`config.mk`:
```
export PLATFORM = sky130hd
export DESIGN_NAME = tmr_timer8
export DESIGN_NICKNAME = d
export VERILOG_FILES = /design/src/tmr_pkg.sv /design/src/tmr_prescaler.sv /design/src/tmr_timer8.sv
export VERILOG_INCLUDE_DIRS = /design/src
export SDC_FILE = /design/constraint.sdc
export NUM_CORES = 1
export LEC_CHECK = 0
export ABC_AREA = 1
export BUFFER_PORTS_ARGS = -buffer_cell sky130_fd_sc_hd__buf_2
export CAP_MARGIN = 20
export CORE_ASPECT_RATIO = 0.8
export CORE_UTILIZATION = 45
export CTS_CLUSTER_SIZE = 28
export DETAILED_ROUTE_END_ITERATION = 10
export PLACE_DENSITY = 0.67
export SETUP_SLACK_MARGIN = 0.5
export SYNTH_ARGS = -nofsm -noshare
export SYNTH_HDL_FRONTEND = slang
export SYNTH_SLANG_ARGS = --single-unit
export TNS_END_PERCENT = 1
```
`constraint.sdc`:
```
create_clock -name clock -period 2.87 [get_ports clock]
set_input_delay 0.287 -clock clock [delete_from_list [all_inputs] [get_ports clock]]
set_output_delay 0.287 -clock clock [all_outputs]
set_load 0.05 [all_outputs]
```
`src/tmr_map.svh`:
```
// Purpose: Offsets-free constant map for the 8-bit timer block
// Assumes: Included by bare name wherever a constant is needed
// Notes:   Field positions, reset values and prescaler tap widths
`ifndef TMR_MAP_SVH
`define TMR_MAP_SVH

`define TMR_BOTTOM      8'h00
`define TMR_MAX         8'hFF
`define TMR_MAX_LESS1   8'hFE
`define TMR_ONE         8'h01
`define TMR_RESET_BYTE  8'h00
`define TMR_PSC_WIDTH   10
`define TMR_DIV8_BITS   3
`define TMR_DIV64_BITS  6
`define TMR_DIV256_BITS 8
`define TMR_DIV1024_BITS 10
`define TMR_TAP_DIV8    0
`define TMR_TAP_DIV64   1
`define TMR_TAP_DIV256  2
`define TMR_TAP_DIV1024 3

`endif

```
`src/tmr_pkg.sv`:
```
// Purpose: Types shared by the 8-bit timer files
// Assumes: Nothing
// Notes:   Mode codes follow the waveform mode field encoding
package tmr_pkg;

    typedef enum logic [1:0] {
        TMR_MODE_NORMAL = 2'b00,
        TMR_MODE_PHASE  = 2'b01,
        TMR_MODE_CTC    = 2'b10,
        TMR_MODE_FAST   = 2'b11
    } tmr_mode_t;

    typedef enum logic [2:0] {
        TMR_SRC_STOP     = 3'b000,
        TMR_SRC_DIRECT   = 3'b001,
        TMR_SRC_DIV8     = 3'b010,
        TMR_SRC_DIV64    = 3'b011,
        TMR_SRC_DIV256   = 3'b100,
        TMR_SRC_DIV1024  = 3'b101,
        TMR_SRC_EXT_FALL = 3'b110,
        TMR_SRC_EXT_RISE = 3'b111
    } tmr_src_t;

    typedef enum logic [1:0] {
        TMR_ACT_NONE   = 2'b00,
        TMR_ACT_TOGGLE = 2'b01,
        TMR_ACT_CLEAR  = 2'b10,
        TMR_ACT_SET    = 2'b11
    } tmr_act_t;

endpackage

```
`src/tmr_prescaler.sv`:
```
// Purpose: Shared free-running prescaler with its reset bit
// Assumes: rstN already synchronised to clock
// Notes:   Taps are one-cycle pulses, used by every timer on the chain
`timescale 1ns/10ps
`default_nettype none
`include "tmr_map.svh"
module tmr_prescaler
#(
    parameter int WIDTH = `TMR_PSC_WIDTH
)
(
    input  wire logic         clock,
    input  wire logic         rstN,
    input  wire logic         resetWrite,
    input  wire logic         syncHoldMode,
    output var  logic         resetBit,
    output var  logic [3:0]   tapPulse
);

    generate
        if (WIDTH < `TMR_DIV1024_BITS)
            $error("Prescaler too narrow for the divide-by-1024 tap");
    endgenerate

    logic [WIDTH-1:0] count_reg;
    logic [WIDTH-1:0] count_next;
    logic             resetBit_next;
    logic [3:0]       tap_next;

    always_comb
    begin
        // Hold mode keeps the bit, otherwise it lives one cycle
        resetBit_next = resetWrite | (resetBit & syncHoldMode);
        count_next    = resetBit ? '0 : count_reg + 1'b1;
        tap_next[`TMR_TAP_DIV8]    = &count_reg[`TMR_DIV8_BITS-1:0];
        tap_next[`TMR_TAP_DIV64]   = &count_reg[`TMR_DIV64_BITS-1:0];
        tap_next[`TMR_TAP_DIV256]  = &count_reg[`TMR_DIV256_BITS-1:0];
        tap_next[`TMR_TAP_DIV1024] = &count_reg[`TMR_DIV1024_BITS-1:0];
        if (resetBit)
            tap_next = 4'h0;
    end

    always_ff @(posedge clock or negedge rstN)
    begin
        if (!rstN)
        begin
            count_reg <= '0;
            resetBit  <= 1'b0;
            tapPulse  <= 4'h0;
        end
        else
        begin
            count_reg <= count_next;
            resetBit  <= resetBit_next;
            tapPulse  <= tap_next;
        end
    end

endmodule // tmr_prescaler
`default_nettype wire

```
`src/tmr_timer8.sv`:
```
// Purpose: 8-bit timer/counter with output compare and shared prescaler
// Assumes: Control inputs come from logic on clock; ext pin is async
// Notes:   Function
`timescale 1ns/10ps
`default_nettype none
`include "tmr_map.svh"
module tmr_timer8
(
    input  wire logic         clock,
    input  wire logic         arst_n,
    input  wire logic         countWrite,
    input  wire logic [7:0]   countWrData,
    input  wire logic         compareWrite,
    input  wire logic [7:0]   compareWrData,
    input  wire logic         controlWrite,
    input  wire logic [2:0]   tickSourceSelect,
    input  wire logic [1:0]   waveformModeField,
    input  wire logic [1:0]   compareOutputField,
    input  wire logic         forceCompareStrobe,
    input  wire logic         maskWrite,
    input  wire logic         compareIrqEnable,
    input  wire logic         overflowIrqEnable,
    input  wire logic         flagWrite,
    input  wire logic         flagWrMatch,
    input  wire logic         flagWrOverflow,
    input  wire logic         irqServiceCompare,
    input  wire logic         irqServiceOverflow,
    input  wire logic         globalIrqEnable,
    input  wire logic         prescalerResetWrite,
    input  wire logic         syncHoldMode,
    input  wire logic         extCountPin,
    output var  logic [7:0]   countValue,
    output var  logic [7:0]   compareValue,
    output var  logic         compareMatchFlag,
    output var  logic         overflowFlag,
    output var  logic         compareIrq,
    output var  logic         overflowIrq,
    output var  logic         compareOutput,
    output var  logic         sharedPrescalerReset,
    output var  logic [3:0]   prescalerTaps
);

    logic                 rstMeta_reg;
    logic                 rstN;
    logic                 extMeta_reg;
    logic                 extSync_reg;
    logic                 extPrev_reg;
    tmr_pkg::tmr_src_t    srcSel_reg;
    tmr_pkg::tmr_mode_t   mode_reg;
    logic [1:0]           comField_reg;
    logic                 cmpEn_reg;
    logic                 ovfEn_reg;
    logic [7:0]           ocrActive_reg;
    logic [7:0]           ocrBuffer_reg;
    logic                 down_reg;
    logic                 block_reg;
    logic                 tick;
    logic                 atBottom;
    logic                 atMax;
    logic [7:0]           topValue;
    logic                 buffered;
    logic                 matchEvt;
    logic [7:0]           count_next;
    logic                 down_next;
    logic                 block_next;
    logic                 ovfSet;
    logic [7:0]           ocrActive_next;
    logic [7:0]           ocrBuffer_next;
    logic [7:0]           compareValue_next;
    logic                 matchFlag_next;
    logic                 ovfFlag_next;
    logic                 compareOutput_next;
    tmr_pkg::tmr_act_t    action;

    // Non-PWM compare output action from the field
    function automatic tmr_pkg::tmr_act_t nonPwmAct(input logic [1:0] com);
        return tmr_pkg::tmr_act_t'(com);
    endfunction

    function automatic logic applyAct(input logic oc,
                                      input tmr_pkg::tmr_act_t act);
        unique case (act)
            tmr_pkg::TMR_ACT_NONE:   return oc;
            tmr_pkg::TMR_ACT_TOGGLE: return ~oc;
            tmr_pkg::TMR_ACT_CLEAR:  return 1'b0;
            tmr_pkg::TMR_ACT_SET:    return 1'b1;
        endcase
    endfunction

    // Reset release through two flops
    always_ff @(posedge clock or negedge arst_n)
    begin
        if (!arst_n)
        begin
            rstMeta_reg <= 1'b0;
            rstN        <= 1'b0;
        end
        else
        begin
            rstMeta_reg <= 1'b1;
            rstN        <= rstMeta_reg;
        end
    end

    tmr_prescaler u_prescaler
    (
        .clock        (clock),
        .rstN         (rstN),
        .resetWrite   (prescalerResetWrite),
        .syncHoldMode (syncHoldMode),
        .resetBit     (sharedPrescalerReset),
        .tapPulse     (prescalerTaps)
    );

    // Tick selection; edge detector compares the second sync flop with its delayed copy
    always_comb
    begin
        unique case (srcSel_reg)
            tmr_pkg::TMR_SRC_STOP:     tick = 1'b0;
            tmr_pkg::TMR_SRC_DIRECT:   tick = 1'b1;
            tmr_pkg::TMR_SRC_DIV8:     tick = prescalerTaps[`TMR_TAP_DIV8];
            tmr_pkg::TMR_SRC_DIV64:    tick = prescalerTaps[`TMR_TAP_DIV64];
            tmr_pkg::TMR_SRC_DIV256:   tick = prescalerTaps[`TMR_TAP_DIV256];
            tmr_pkg::TMR_SRC_DIV1024:  tick = prescalerTaps[`TMR_TAP_DIV1024];
            tmr_pkg::TMR_SRC_EXT_FALL: tick = extPrev_reg & ~extSync_reg;
            tmr_pkg::TMR_SRC_EXT_RISE: tick = ~extPrev_reg & extSync_reg;
        endcase
    end

    assign atBottom = (countValue == `TMR_BOTTOM);
    assign atMax    = (countValue == `TMR_MAX);
    assign topValue = (mode_reg == tmr_pkg::TMR_MODE_CTC) ? ocrActive_reg
                                                        : `TMR_MAX;
    assign buffered = (mode_reg == tmr_pkg::TMR_MODE_PHASE) ||
                      (mode_reg == tmr_pkg::TMR_MODE_FAST);
    assign matchEvt = tick && (countValue == ocrActive_reg) && !block_reg;

    // Counter group
    always_comb
    begin
        count_next = countValue;
        down_next  = down_reg;
        ovfSet     = 1'b0;
        block_next = countWrite | (block_reg & ~tick);
        if (tick)
        begin
            unique case (mode_reg)
                tmr_pkg::TMR_MODE_NORMAL, tmr_pkg::TMR_MODE_FAST:
                begin
                    count_next = 8'(countValue + `TMR_ONE);
                    down_next  = 1'b0;
                    ovfSet     = atMax;
                end
                tmr_pkg::TMR_MODE_CTC:
                begin
                    down_next  = 1'b0;
                    ovfSet     = atMax;
                    if (matchEvt && countValue == topValue)
                        count_next = `TMR_BOTTOM;
                    else
                        count_next = 8'(countValue + `TMR_ONE);
                end
                tmr_pkg::TMR_MODE_PHASE:
                begin
                    if (!down_reg && atMax)
                    begin
                        down_next  = 1'b1;
                        count_next = `TMR_MAX_LESS1;
                    end
                    else if (down_reg && atBottom)
                    begin
                        down_next  = 1'b0;
                        count_next = `TMR_ONE;
                        ovfSet     = 1'b1;
                    end
                    else if (down_reg)
                        count_next = 8'(countValue - `TMR_ONE);
                    else
                        count_next = 8'(countValue + `TMR_ONE);
                end
            endcase
        end
        if (countWrite)
            count_next = countWrData;
    end

    // Compare register group
    always_comb
    begin
        ocrActive_next = ocrActive_reg;
        ocrBuffer_next = ocrBuffer_reg;
        if (buffered && tick && atMax)
            ocrActive_next = ocrBuffer_reg;
        if (compareWrite)
        begin
            if (buffered)
                ocrBuffer_next = compareWrData;
            else
                ocrActive_next = compareWrData;
        end
        compareValue_next = buffered ? ocrBuffer_next : ocrActive_next;
    end

    // Compare output and flag group; a flag set beats a clear
    always_comb
    begin
        action = tmr_pkg::TMR_ACT_NONE;
        if (matchEvt)
        begin
            unique case (mode_reg)
                tmr_pkg::TMR_MODE_NORMAL, tmr_pkg::TMR_MODE_CTC:
                    action = nonPwmAct(comField_reg);
                tmr_pkg::TMR_MODE_FAST:
                    action = comField_reg[1] ? (comField_reg[0] ?
                             tmr_pkg::TMR_ACT_SET : tmr_pkg::TMR_ACT_CLEAR)
                             : tmr_pkg::TMR_ACT_NONE;
                tmr_pkg::TMR_MODE_PHASE:
                    action = !comField_reg[1] ? tmr_pkg::TMR_ACT_NONE :
                             ((comField_reg[0] ^ down_reg) ?
                             tmr_pkg::TMR_ACT_SET : tmr_pkg::TMR_ACT_CLEAR);
            endcase
        end
        // Fast PWM bottom restores the idle level after the match
        if (mode_reg == tmr_pkg::TMR_MODE_FAST && tick && atMax &&
            comField_reg[1])
            action = comField_reg[0] ? tmr_pkg::TMR_ACT_CLEAR
                                     : tmr_pkg::TMR_ACT_SET;
        if (forceCompareStrobe && !buffered)
            action = nonPwmAct(comField_reg);
        compareOutput_next = applyAct(compareOutput, action);
        matchFlag_next = matchEvt | (compareMatchFlag &
                         ~(irqServiceCompare | (flagWrite & flagWrMatch)));
        ovfFlag_next   = ovfSet | (overflowFlag &
                         ~(irqServiceOverflow | (flagWrite & flagWrOverflow)));
    end

    always_ff @(posedge clock or negedge rstN)
    begin
        if (!rstN)
        begin
            extMeta_reg      <= 1'b0;
            extSync_reg      <= 1'b0;
            extPrev_reg      <= 1'b0;
            srcSel_reg       <= tmr_pkg::TMR_SRC_STOP;
            mode_reg         <= tmr_pkg::TMR_MODE_NORMAL;
            comField_reg     <= 2'h0;
            cmpEn_reg        <= 1'b0;
            ovfEn_reg        <= 1'b0;
            countValue       <= `TMR_RESET_BYTE;
            down_reg         <= 1'b0;
            block_reg        <= 1'b0;
            ocrActive_reg    <= `TMR_RESET_BYTE;
            ocrBuffer_reg    <= `TMR_RESET_BYTE;
            compareValue     <= `TMR_RESET_BYTE;
            compareOutput    <= 1'b0;
            compareMatchFlag <= 1'b0;
            overflowFlag     <= 1'b0;
            compareIrq       <= 1'b0;
            overflowIrq      <= 1'b0;
        end
        else
        begin
            extMeta_reg      <= extCountPin;
            extSync_reg      <= extMeta_reg;
            extPrev_reg      <= extSync_reg;
            if (controlWrite)
            begin
                srcSel_reg   <= tmr_pkg::tmr_src_t'(tickSourceSelect);
                mode_reg     <= tmr_pkg::tmr_mode_t'(waveformModeField);
                comField_reg <= compareOutputField;
            end
            if (maskWrite)
            begin
                cmpEn_reg    <= compareIrqEnable;
                ovfEn_reg    <= overflowIrqEnable;
            end
            countValue       <= count_next;
            down_reg         <= down_next;
            block_reg        <= block_next;
            ocrActive_reg    <= ocrActive_next;
            ocrBuffer_reg    <= ocrBuffer_next;
            compareValue     <= compareValue_next;
            compareOutput    <= compareOutput_next;
            compareMatchFlag <= matchFlag_next;
            overflowFlag     <= ovfFlag_next;
            compareIrq  <= matchFlag_next & cmpEn_reg & globalIrqEnable;
            overflowIrq <= ovfFlag_next & ovfEn_reg & globalIrqEnable;
        end
    end
endmodule // tmr_timer8
`default_nettype wire

```
**Word-level counts from Yosys, hierarchy flattened**

Index checks and enable logic that the tools add are counted.

- $add $sub $neg: 3
- Equal/unequal tests: 17
- Muxes and demuxes: 34
- Bitwise logic cells: 25
- Reductions and logical operators: 28

Operators with widths:

| kind | count |
|---|---|
| two-way mux 8 bit | 13 |
| case mux 8 bit (3 select lines) | 1 |
| equality test 8 bit | 2 |
| AND 1 bit | 12 |
| equality test 3 bit, second input constant | 4 |
| logical AND 1 bit | 11 |
| adder 10 x 1 -> 10 bit, second input constant | 1 |
| two-way mux 10 bit | 1 |
| two-way mux 2 bit | 5 |
| AND reduction 10 bit | 1 |
| adder 8 x 1 -> 8 bit, second input constant | 1 |
| equality test 2 bit, second input constant | 4 |
| equality test 8 bit, second input constant | 1 |
| zero test 8 bit | 1 |
| two-way mux 1 bit | 8 |
| case mux 1 bit (8 select lines) | 1 |
| AND reduction 8 bit | 1 |
| subtractor 8 x 1 -> 8 bit, second input constant | 1 |
| equality test 3 x 2 -> 1 bit, second input constant | 2 |
| NOT 1 bit | 6 |
| OR 1 bit | 6 |
| case mux 2 bit (3 select lines) | 1 |
| AND reduction 6 bit | 1 |
| equality test 2 x 1 -> 1 bit, second input constant | 2 |
| other kinds (15) | 20 |

- Bits in registers: 68
- Bits of input ports: 41
- Output and inout bits: 26
- Word-level logic and storage cells: 131

**Logic depth before layout (Yosys ltp)**

Gate-level depths: netlist (run 1).

- Depth in word-level cells: 10
- Mapped depth: 14
- Depth with buffers taken out: 13

**Modules after synthesis**

From an unflattened synthesis (run 1), not the netlist that was laid out.

- Cells, all modules: 498
- Area, all modules: 3819.9 sq um

By module, submodules not included:

| module | times used | cells each | area an instance (sq um) | seq. area each (sq um) |
|---|---|---|---|---|
| tmr_timer8 | 1 | 431 | 3181.8 | 1326.3 |
| tmr_prescaler | 1 | 67 | 638.1 | 375.4 |

**Worst setup path after synthesis (run 1)**

No wires, ideal clock.

- Path type: register -> register
- Start point: reg countValue[0]
- End point: reg countValue[4]
- Library setup time: 118 ps
- Arrival time: 1825 ps
- Data required time: 2752 ps
- Slack: 926 ps
- Cell stages (with the launch flop): 14
- Clock period less this slack: 1944 ps
- Cell sequence: dfrtp_1 -> inv_1 -> ha_1 -> inv_1 -> nor2_1 -> inv_1 -> o21ai_0 -> nand2_1 -> nand3_1 -> nand2_1 -> a21oi_1 -> nand2_1 -> nand2_1 -> nand2_1

- Word-level cells in the longest chain between the ends: 8
- Elaborated cells on any way between the ends: 18
- Classes of those cells: 2 x add/sub; 3 x eq/ne; 7 x mux; 6 x reduce/logical

RTL lines:

| item | line | source |
|---|---|---|
| start: declaration | tmr_timer8.sv:32 | `output var logic [7:0] countValue,` |
| start signal: assignment | tmr_timer8.sv:249 | `` countValue <= `TMR_RESET_BYTE; `` |
| start signal: assignment | tmr_timer8.sv:277 | `countValue <= count_next;` |
| parallel branches: the longest is 5 deep, another holds adder 8 x 1 -> 8 bit | n/a |  |
| case mux 8 bit (3 select lines) * | tmr_timer8.sv:147 | `unique case (mode_reg)` |
| two-way mux 8 bit * | tmr_timer8.sv:145 | `if (tick)` |
| two-way mux 8 bit * | tmr_timer8.sv:183 | `if (countWrite)` |

Mark *: on every way between the ends. The select of a mux whose other input is x is not followed.
A chain may end at the register's enable or synchronous reset.

**Worst setup path in the final report (run 1)**

- Start point: reg mode_reg[1]
- End point: reg compareValue[7]

- Elaborated cells on any way between the ends: 11
- Classes of those cells: 2 x eq/ne; 6 x mux; 3 x reduce/logical

RTL lines:

| item | line | source |
|---|---|---|
| start: declaration | tmr_timer8.sv:49 | `tmr_pkg::tmr_mode_t mode_reg;` |
| start signal: assignment | tmr_timer8.sv:245 | `mode_reg <= tmr_pkg::TMR_MODE_NORMAL;` |
| start signal: assignment | tmr_timer8.sv:269 | `mode_reg <= tmr_pkg::tmr_mode_t'(waveformModeField);` |
| equality test 2 x 1 -> 1 bit or equality test 2 bit (tied branches) | tmr_timer8.sv:134, tmr_timer8.sv:135 |  |
| logical OR 1 bit * | tmr_timer8.sv:134 | `assign buffered = (mode_reg == tmr_pkg::TMR_MODE_PHASE) \|\|` |
| two-way mux 8 bit * | tmr_timer8.sv:196 | `if (buffered)` |
| two-way mux 8 bit * | tmr_timer8.sv:194 | `if (compareWrite)` |
| net ocrBuffer_next[7] | tmr_timer8.sv:68 | `logic [7:0] ocrBuffer_next;` |
| two-way mux 8 bit * | tmr_timer8.sv:201 | `compareValue_next = buffered ? ocrBuffer_next : ocrActive_next;` |
| net compareValue_next[7] | tmr_timer8.sv:69 | `logic [7:0] compareValue_next;` |
| end signal: assignment | tmr_timer8.sv:254 | `` compareValue <= `TMR_RESET_BYTE; `` |
| end signal: assignment | tmr_timer8.sv:282 | `compareValue <= compareValue_next;` |
| end: declaration | tmr_timer8.sv:33 | `output var logic [7:0] compareValue,` |

The timed path passes the listed nets; every way through them passes the cells marked *.

==> impl_results.md, run 1 <==
- Worst hold stages: 1
- Post-DRT Antenna Nets: 0
- WL final: 8580 um
- Grt met3 use: 0.0455
- Maximum clock insertion buffer count: 2
- Area of the multi-input gates: 0.00166 mm^2
- CP Launch Type: flop
- Layout cells sized above 1: 0.180
- Final WS setup: 0.741 ns
- Synth warn: 0
- Ys async rst share: 1.00
- Count leader, synth: nand2_1
- Routed WL per cell: 12.5 um
- Syn-to-layout area delta: 17.8%
- Antenna diodes: 0
- Final HPWL DP: 6450 um
- Reg2reg path depth: 9
- Yosys top cell area share: 0.456
- Commonest cells post-synth: nand2_1 (142), inv_1 (78), dfrtp_1 (68), nand3_1 (44), o21ai_0 (38)
- Initial DRT Pass Iterations: 4
- Root Driver: clkbuf_8
- Vias: 3389
- Distinct cell type count after synthesis: 34
- Clock Sinks: 68
- Switching share of total power: 0.369
- Crit-path slowest cell: dfrtp_1
- Met2 GRT Util: 0.357
- Die area: 0.00866 mm^2
- Worst Path Required: 3.10 ns
- Largest register FFs: 10
- Max Clock Freq: 470 MHz
- CP Capture Type: flop
- Fin. max-slew vios: 0
- Via/cell ratio: 4.95
- Gr usage total: 0.217
- Crit path DAT: 2.36 ns
- Vias in the first global route: 3298
- Worst slew pin tran: 0.588 ns
- Avg Synthesized Cell Area: 7.42 um^2
- Seq/Total Area, Yosys: 0.456
- Worst-Skew Late Latency: 0.34 ns
- Worst min-delay path category: primary input to flop
- IO Count: 67
- Violation count after the first detailed-route iteration: 175
- Total negative slack: 0 ns
- Switch Pwr: 1.02 mW
- Pleak: 2.38 nW
- Dpl ws: 0.710 ns
- Min Clock Period, post-route: 2.13 ns
- DIE HEIGHT: 83.4 um
- DRC errors left: 0
- Pwr dens: 626 mW/mm^2
- Critical path cell sequence: inv_1, ha_1, nor2_1, inv_1, nand2_1, buf_4, mux2_2, o21ai_0, inv_1
- Fill count: 795
- CTS tree: yes
- Clock skew: 0.00709 ns
- CTS clk-pin slew, worst paths: 0.07 ns
- H-tree depth: 3
- Period utilization: 0.742
- Largest cells by area after synthesis: dfrtp_1 (46%), nand2_1 (14%), inv_1 (7.8%)
- Setup slack, reg-to-reg: 0.74 ns
- Synth Flop Type: dfrtp_1
- Dominant cell type by area after synthesis: dfrtp_1
- Crit path max fanout: 15
- Synth Net Count: 552
- Hold Violations, Final: 0
- Post-synth EDFFs: 0
- Cell area after synthesis: 0.00373 mm^2
- Die width: 104 um
- Seq pwr share: 0.436
- Setup bufs post-CTS: 0
- Slowest cell delay on critical path: 0.40 ns
- Critical Setup Path Class: flop to flop
- P_int: 1.74 mW
- Layer with the highest usage: met2
- RSZ-0062 raised after global routing: false
- GRT met1 Usage: 0.288
- Core region area: 0.00798 mm^2
- Wire length of the first global-routing pass: 15000 um
- Outcome: finished, final reports clean
- Final setup fails: 0
- Port Buffer Count: 66
- Sequential cell area: 0.00170 mm^2
- Syn Inst Count: 503
- Largest net degree at the start of global routing: 48
- Initial antenna violation count: 0
- Most Frequent Cell on Critical Path: inv_1
- Register bit count reported by yosys: 68
- Clock buffer count from CTS: 9
- MaxCap Viol Count: 0
- Nets: 621
- Clk network pwr share: 0.283
- Initial Utilization: 0.467
- Combinational share of power: 0.281
- Slew Limit Headroom: 0.608
- VDD IR max: 418 uV
- GP Congestion: 0.880
- GRT overflow: 0
- Core Rows: 29
critical path: cells and delay by family, from the launching register on:
kind,cells,cell delay [ns]
DFF,1,0.40
buffers and inverters,4,0.47
muxes,1,0.36
and+or+nand+nor,2,0.41
AOI/OAI and AO/OA,1,0.14
adders and majority gates,1,0.23
final timing paths:
kind                             startpoint               end
min in group asynchronous            arst_n              rstN
max in group asynchronous              rstN  ocrBuffer_reg[7]
worst max-delay path            mode_reg[1]   compareValue[7]
worst max register to register  mode_reg[1]   compareValue[7]
worst min-delay path            extCountPin       extMeta_reg
worst min register to register         rstN       mode_reg[0]
per-stage QoR:
stage	hold WS [ns]	util	total power, mW	area [um^2]	std cells
global placement	0.0715	0.521	1.97	4160	667
global route	0.0346	0.551	2.93	4400	685
detailed placement	0.0737	0.521	1.98	4160	667
CTS	0.0413	0.547	2.77	4370	684
floorplan	-0.00859	-	1.78	3730	503
finish	0.0526	0.551	2.75	4400	685
layer usage:
metal	vias up	share of wire
met4	0	0.011
met5	-	0
met3	10	0.058
met1	1554	0.47
met2	96	0.46
li1	1729	-
placed cells by master (no fill, tap or decap), types with 2 or more instances in the layout:
cell / n
a21oi_1: 18
a31oi_1: 7
buf_2: 66
buf_4: 4
clkbuf_1: 2
clkbuf_8: 10
clkinv_2: 4
dfrtp_1: 67
ha_1: 8
inv_1: 78
mux2_2: 3
nand2_1: 141
nand2_2: 4
nand3_1: 44
nand3b_1: 3
nand4_1: 6
nor2_1: 34
nor2_2: 3
nor3_1: 7
o21ai_0: 38
o21ai_1: 7
xnor2_1: 2
xor2_1: 4
cell families after synthesis:
kind of cell,synth area share
compound gates,0.102
xor+xnor,0.0141
fa+ha+maj,0.0268
buf+inv,0.0999
flops,0.456
mux,0.00905
other cells,0.00101
simple gates,0.291
layout make-up:
class	instances	share of cell area
Sequential cell	68	0.387
Multi-Input combinational cell	340	0.377
Timing Repair Buffer	72	0.0905
Inverter	81	0.0697
Clock buffer	12	0.0330
Tap cell	108	0.0307
Clock inverter	4	0.0111
what timing repair did:
item                                   in CTS  in global routing
endpoints found under the hold margin       2                  0
gates resized for setup                     0                  1
setup endpoints to repair                   0                  6
hold buffers                                1                  0
power by group through the flow:
stage / logic [mW] / clock network (mW) / registers [mW]
after global placement: 0.746 / 0 / 1.22
after global routing: 0.870 / 0.841 / 1.22
after floorplan: 0.421 / 0 / 1.36
final: 0.773 / 0.778 / 1.20
after detailed placement: 0.763 / 0 / 1.22
after CTS: 0.766 / 0.796 / 1.21
Note: power is estimated with default switching activity, not from simulation.
==> inputs of run 2 (changes only) <==
--- a/config.mk
+++ b/config.mk
@@ -6,14 +6,14 @@
 export SDC_FILE = /design/constraint.sdc
 export NUM_CORES = 1
 export LEC_CHECK = 0
-export ABC_AREA = 1
+export ABC_AREA = 0
 export BUFFER_PORTS_ARGS = -buffer_cell sky130_fd_sc_hd__buf_2
 export CAP_MARGIN = 20
 export CORE_ASPECT_RATIO = 0.8
 export CORE_UTILIZATION = 45
 export CTS_CLUSTER_SIZE = 28
 export DETAILED_ROUTE_END_ITERATION = 10
-export PLACE_DENSITY = 0.67
+export PLACE_DENSITY = 0.69
 export SETUP_SLACK_MARGIN = 0.5
 export SYNTH_ARGS = -nofsm -noshare
 export SYNTH_HDL_FRONTEND = slang
==> constraint.sdc (replaced) <==
create_clock -name clock -period 1.75 [get_ports clock]
set_input_delay 0.175 -clock clock [delete_from_list [all_inputs] [get_ports clock]]
set_output_delay 0.175 -clock clock [all_outputs]
set_load 0.05 [all_outputs]
==> run 2 against run 1 <==
Compared with the run above:
- the run now ends with setup timing left
- setup slack worse by 1.0 ns
- via count down 6.6%
- global-route usage up 1.7 points
- wire length up 8.3%
- final cell count down 12%
- synthesized cell count down 27%
- area after synthesis down 1.5%
- count of clock-buffer cells in the layout down 2
- non-clock buffer count up 61
- critical path type unchanged
- largest power group unchanged
==> impl_results.md, run 2 <==
- Dpl ws: -0.426 ns
- Crit path DAT: 2.25 ns
- Avg Synthesized Cell Area: 9.99 um^2
- Max Clock Freq: 490 MHz
- Clock skew: 0.0121 ns
- Pwr dens: 955 mW/mm^2
- Layout cells sized above 1: 0.423
- Die area: 0.00853 mm^2
- Min Clock Period, post-route: 2.04 ns
- Final HPWL DP: 6560 um
- GRT overflow: 0
- Setup slack, reg-to-reg: -0.29 ns
- Antenna diodes: 0
- CP Capture Type: flop
- CP Launch Type: flop
- Critical path cell sequence: xnor2_2, nand3_1, or4_4, o31ai_4, buf_6, a41o_2, a221oi_2
- Final non-filler cell total: 604
- Switch Pwr: 1.68 mW
- Worst-Skew Late Latency: 0.35 ns
- Placed insts: 584
- Count leader, synth: dfrtp_1
- Syn-to-layout area delta: 37.9%
- Switching share of total power: 0.348
- Fin. max-slew vios: 0
- Via/cell ratio: 5.24
- Syn Inst Count: 368
- MaxCap Viol Count: 0
- Area after DPL: 0.00454 mm^2
- Vias in the first global route: 3075
- WL final: 9300 um
- Root Driver: clkbuf_8
- Worst Path Required: 1.96 ns
- Post-DRT Antenna Nets: 0
- Worst hold stages: 2
- IO Count: 67
- P_int: 3.15 mW
- Failing checks: setup timing
- Outcome: finished with violations
- DRT met1 WL: 4470 um
- Power Total: 4.84 mW
- CTS tree: yes
- Worst min-delay path category: primary input to flop
- Core region area: 0.00791 mm^2
- Port Buffer Count: 66
- Largest net degree at the start of global routing: 67
- Commonest cells post-synth: dfrtp_1 (68), nand2_1 (41), nor2_1 (24), o21ai_0 (23), mux2i_1 (18)
- Clock Sinks: 68
- Vias: 3164
- Highest routed layer: met4
- Maximum clock insertion buffer count: 2
- Ys async rst share: 1.00
- Commonest cells after routing, fill and taps aside: dfrtp_1 (58), buf_2 (56), buf_4 (49)
- Cell area after synthesis: 0.00367 mm^2
- Fill count: 661
- Commonest non-fill, non-tap cell in the layout: dfrtp_1
- Core Rows: 29
- WL met2: 4230 um
- Die width: 103 um
- Wire length of the first global-routing pass: 15200 um
- WHS Endpoint: u_prescaler.resetBit
- RSZ-0062 raised after global routing: true
- DIE HEIGHT: 82.8 um
- H-tree depth: 3
- Largest register FFs: 10
- VDD IR max: 541 uV
- R2R Path Start: ocrActive_reg[6]
- Period utilization: 1.17
- Largest cells by area after synthesis: dfrtp_1 (46%), mux2i_1 (4.9%), mux2_2 (4.3%)
- GP Congestion: 0.930
- Gr usage total: 0.233
- Hold Violations, Final: 0
- Reg2reg path depth: 7
- Seq/Total Area, Yosys: 0.463
- R2R Path End: countValue[6]
- Register bit count reported by yosys: 68
- Distinct cell type count after synthesis: 61
- Violation count after the first detailed-route iteration: 210
- Worst Min Path Start: syncHoldMode
- Crit-path leading delay family: simple AND/OR/NAND/NOR gates
- Crit path buf inv count: 1
- Routed WL per cell: 15.4 um
- Synth Flop Type: dfrtp_1
- Final WS setup: -0.290 ns
- Met3 routed WL: 469 um
- Crit-path slowest cell: or4_4
- Initial Utilization: 0.465
- Finished Cell Area: 0.00507 mm^2
- Seq pwr share: 0.402
- Final setup fails: 20
- Nets: 540
- Clock buffer count from CTS: 9
- Critical Setup Path Class: flop to flop
- Pleak: 2.39 nW
- Dominant cell type by area after synthesis: dfrtp_1
- Clk network pwr share: 0.265
- Yosys top cell area share: 0.463
- Synth Net Count: 417
- Combinational share of power: 0.333
- Post-synth EDFFs: 0
- Initial antenna violation count: 0
- CTS clk-pin slew, worst paths: 0.08 ns
- Initial DRT Pass Iterations: 4
- Slowest cell delay on critical path: 0.55 ns
- Crit path max fanout: 5
- DRC errors left: 0
- Synth warn: 0
## run 2: cell count changes in the layout (fill, tap and decap cells not counted), moves of 10 or more
cell and change:
nand3_1 -32, buf_2 -10, mux2i_1 +17, buf_4 +45
o21ai_0 -22, nand2_1 -100, inv_1 -70, buf_6 +17
nor2_1 -12
## run 2: worst max path at each step
stage / start / to / cells after the start
6_report: ocrActive_reg[6] / countValue[6] / 7
5_1_grt: ocrActive_reg[6] / countValue[6] / 7
4_1_cts: srcSel_reg[1] / ocrActive_reg[6] / 7
3_5_place_dp: countValue[0] / overflowIrq / 7
3_3_place_gp: countValue[1] / overflowIrq / 7
2_1_floorplan: countValue[4] / countValue[6] / 6
## run 2: layout make-up
type                            count  area (um^2)  area share
Multi-Input combinational cell    269         1990       0.393
Sequential cell                    68         1710       0.338
Timing Repair Buffer              133          995       0.196
Tap cell                          108          135      0.0267
Clock buffer                       10          128      0.0252
Clock inverter                      6         65.1      0.0128
Inverter                           10         37.5     0.00741
## run 2: stage by stage
step	TNS (ns)	hold WS, ns	util
3_5_place_dp	-6.02	-0.0379	0.574
4_1_cts	-3.75	0.0208	0.627
6_report	-4.13	0.0390	0.640
3_3_place_gp	-5.44	-0.0391	0.574
2_1_floorplan	-7.26	-0.121	-
5_1_grt	-5.90	0.0323	0.640
## run 2: per-layer routing
metal | vias to the layer above | track usage
li1 | 1548 | -
met1 | 1512 | 0.336
met2 | 92 | 0.350
met3 | 12 | 0.0530
met4 | 0 | 0.0704
met5 | - | 0
## run 2: cell families after synthesis
family	count (synthesis)	share of synthesized area
AO/OA/AOI/OAI	78	0.145
XOR/XNOR	21	0.0500
adder cells (fa/ha/maj)	8	0.0272
buffers and inverters	31	0.0402
flip-flops	68	0.463
multiplexers	32	0.0919
other	1	0.00102
AND/OR/NAND/NOR	129	0.181
## run 2: what timing repair did
action	4_1_cts	5_1_grt
buffers inserted	1	0
resized for setup	50	34
pin swaps	11	9
endpoints found under the hold margin	4	0
hold buffers	3	0
setup endpoints to repair	54	54
## run 2: power groups by stage
stage | clock network [mW] | registers, mW | logic (mW)
2_1_floorplan | 0 | 2.20 | 0.656
3_3_place_gp | 0 | 1.94 | 1.40
3_5_place_dp | 0 | 1.95 | 1.42
4_1_cts | 1.32 | 1.93 | 1.54
5_1_grt | 1.37 | 1.97 | 1.74
6_report | 1.28 | 1.94 | 1.61
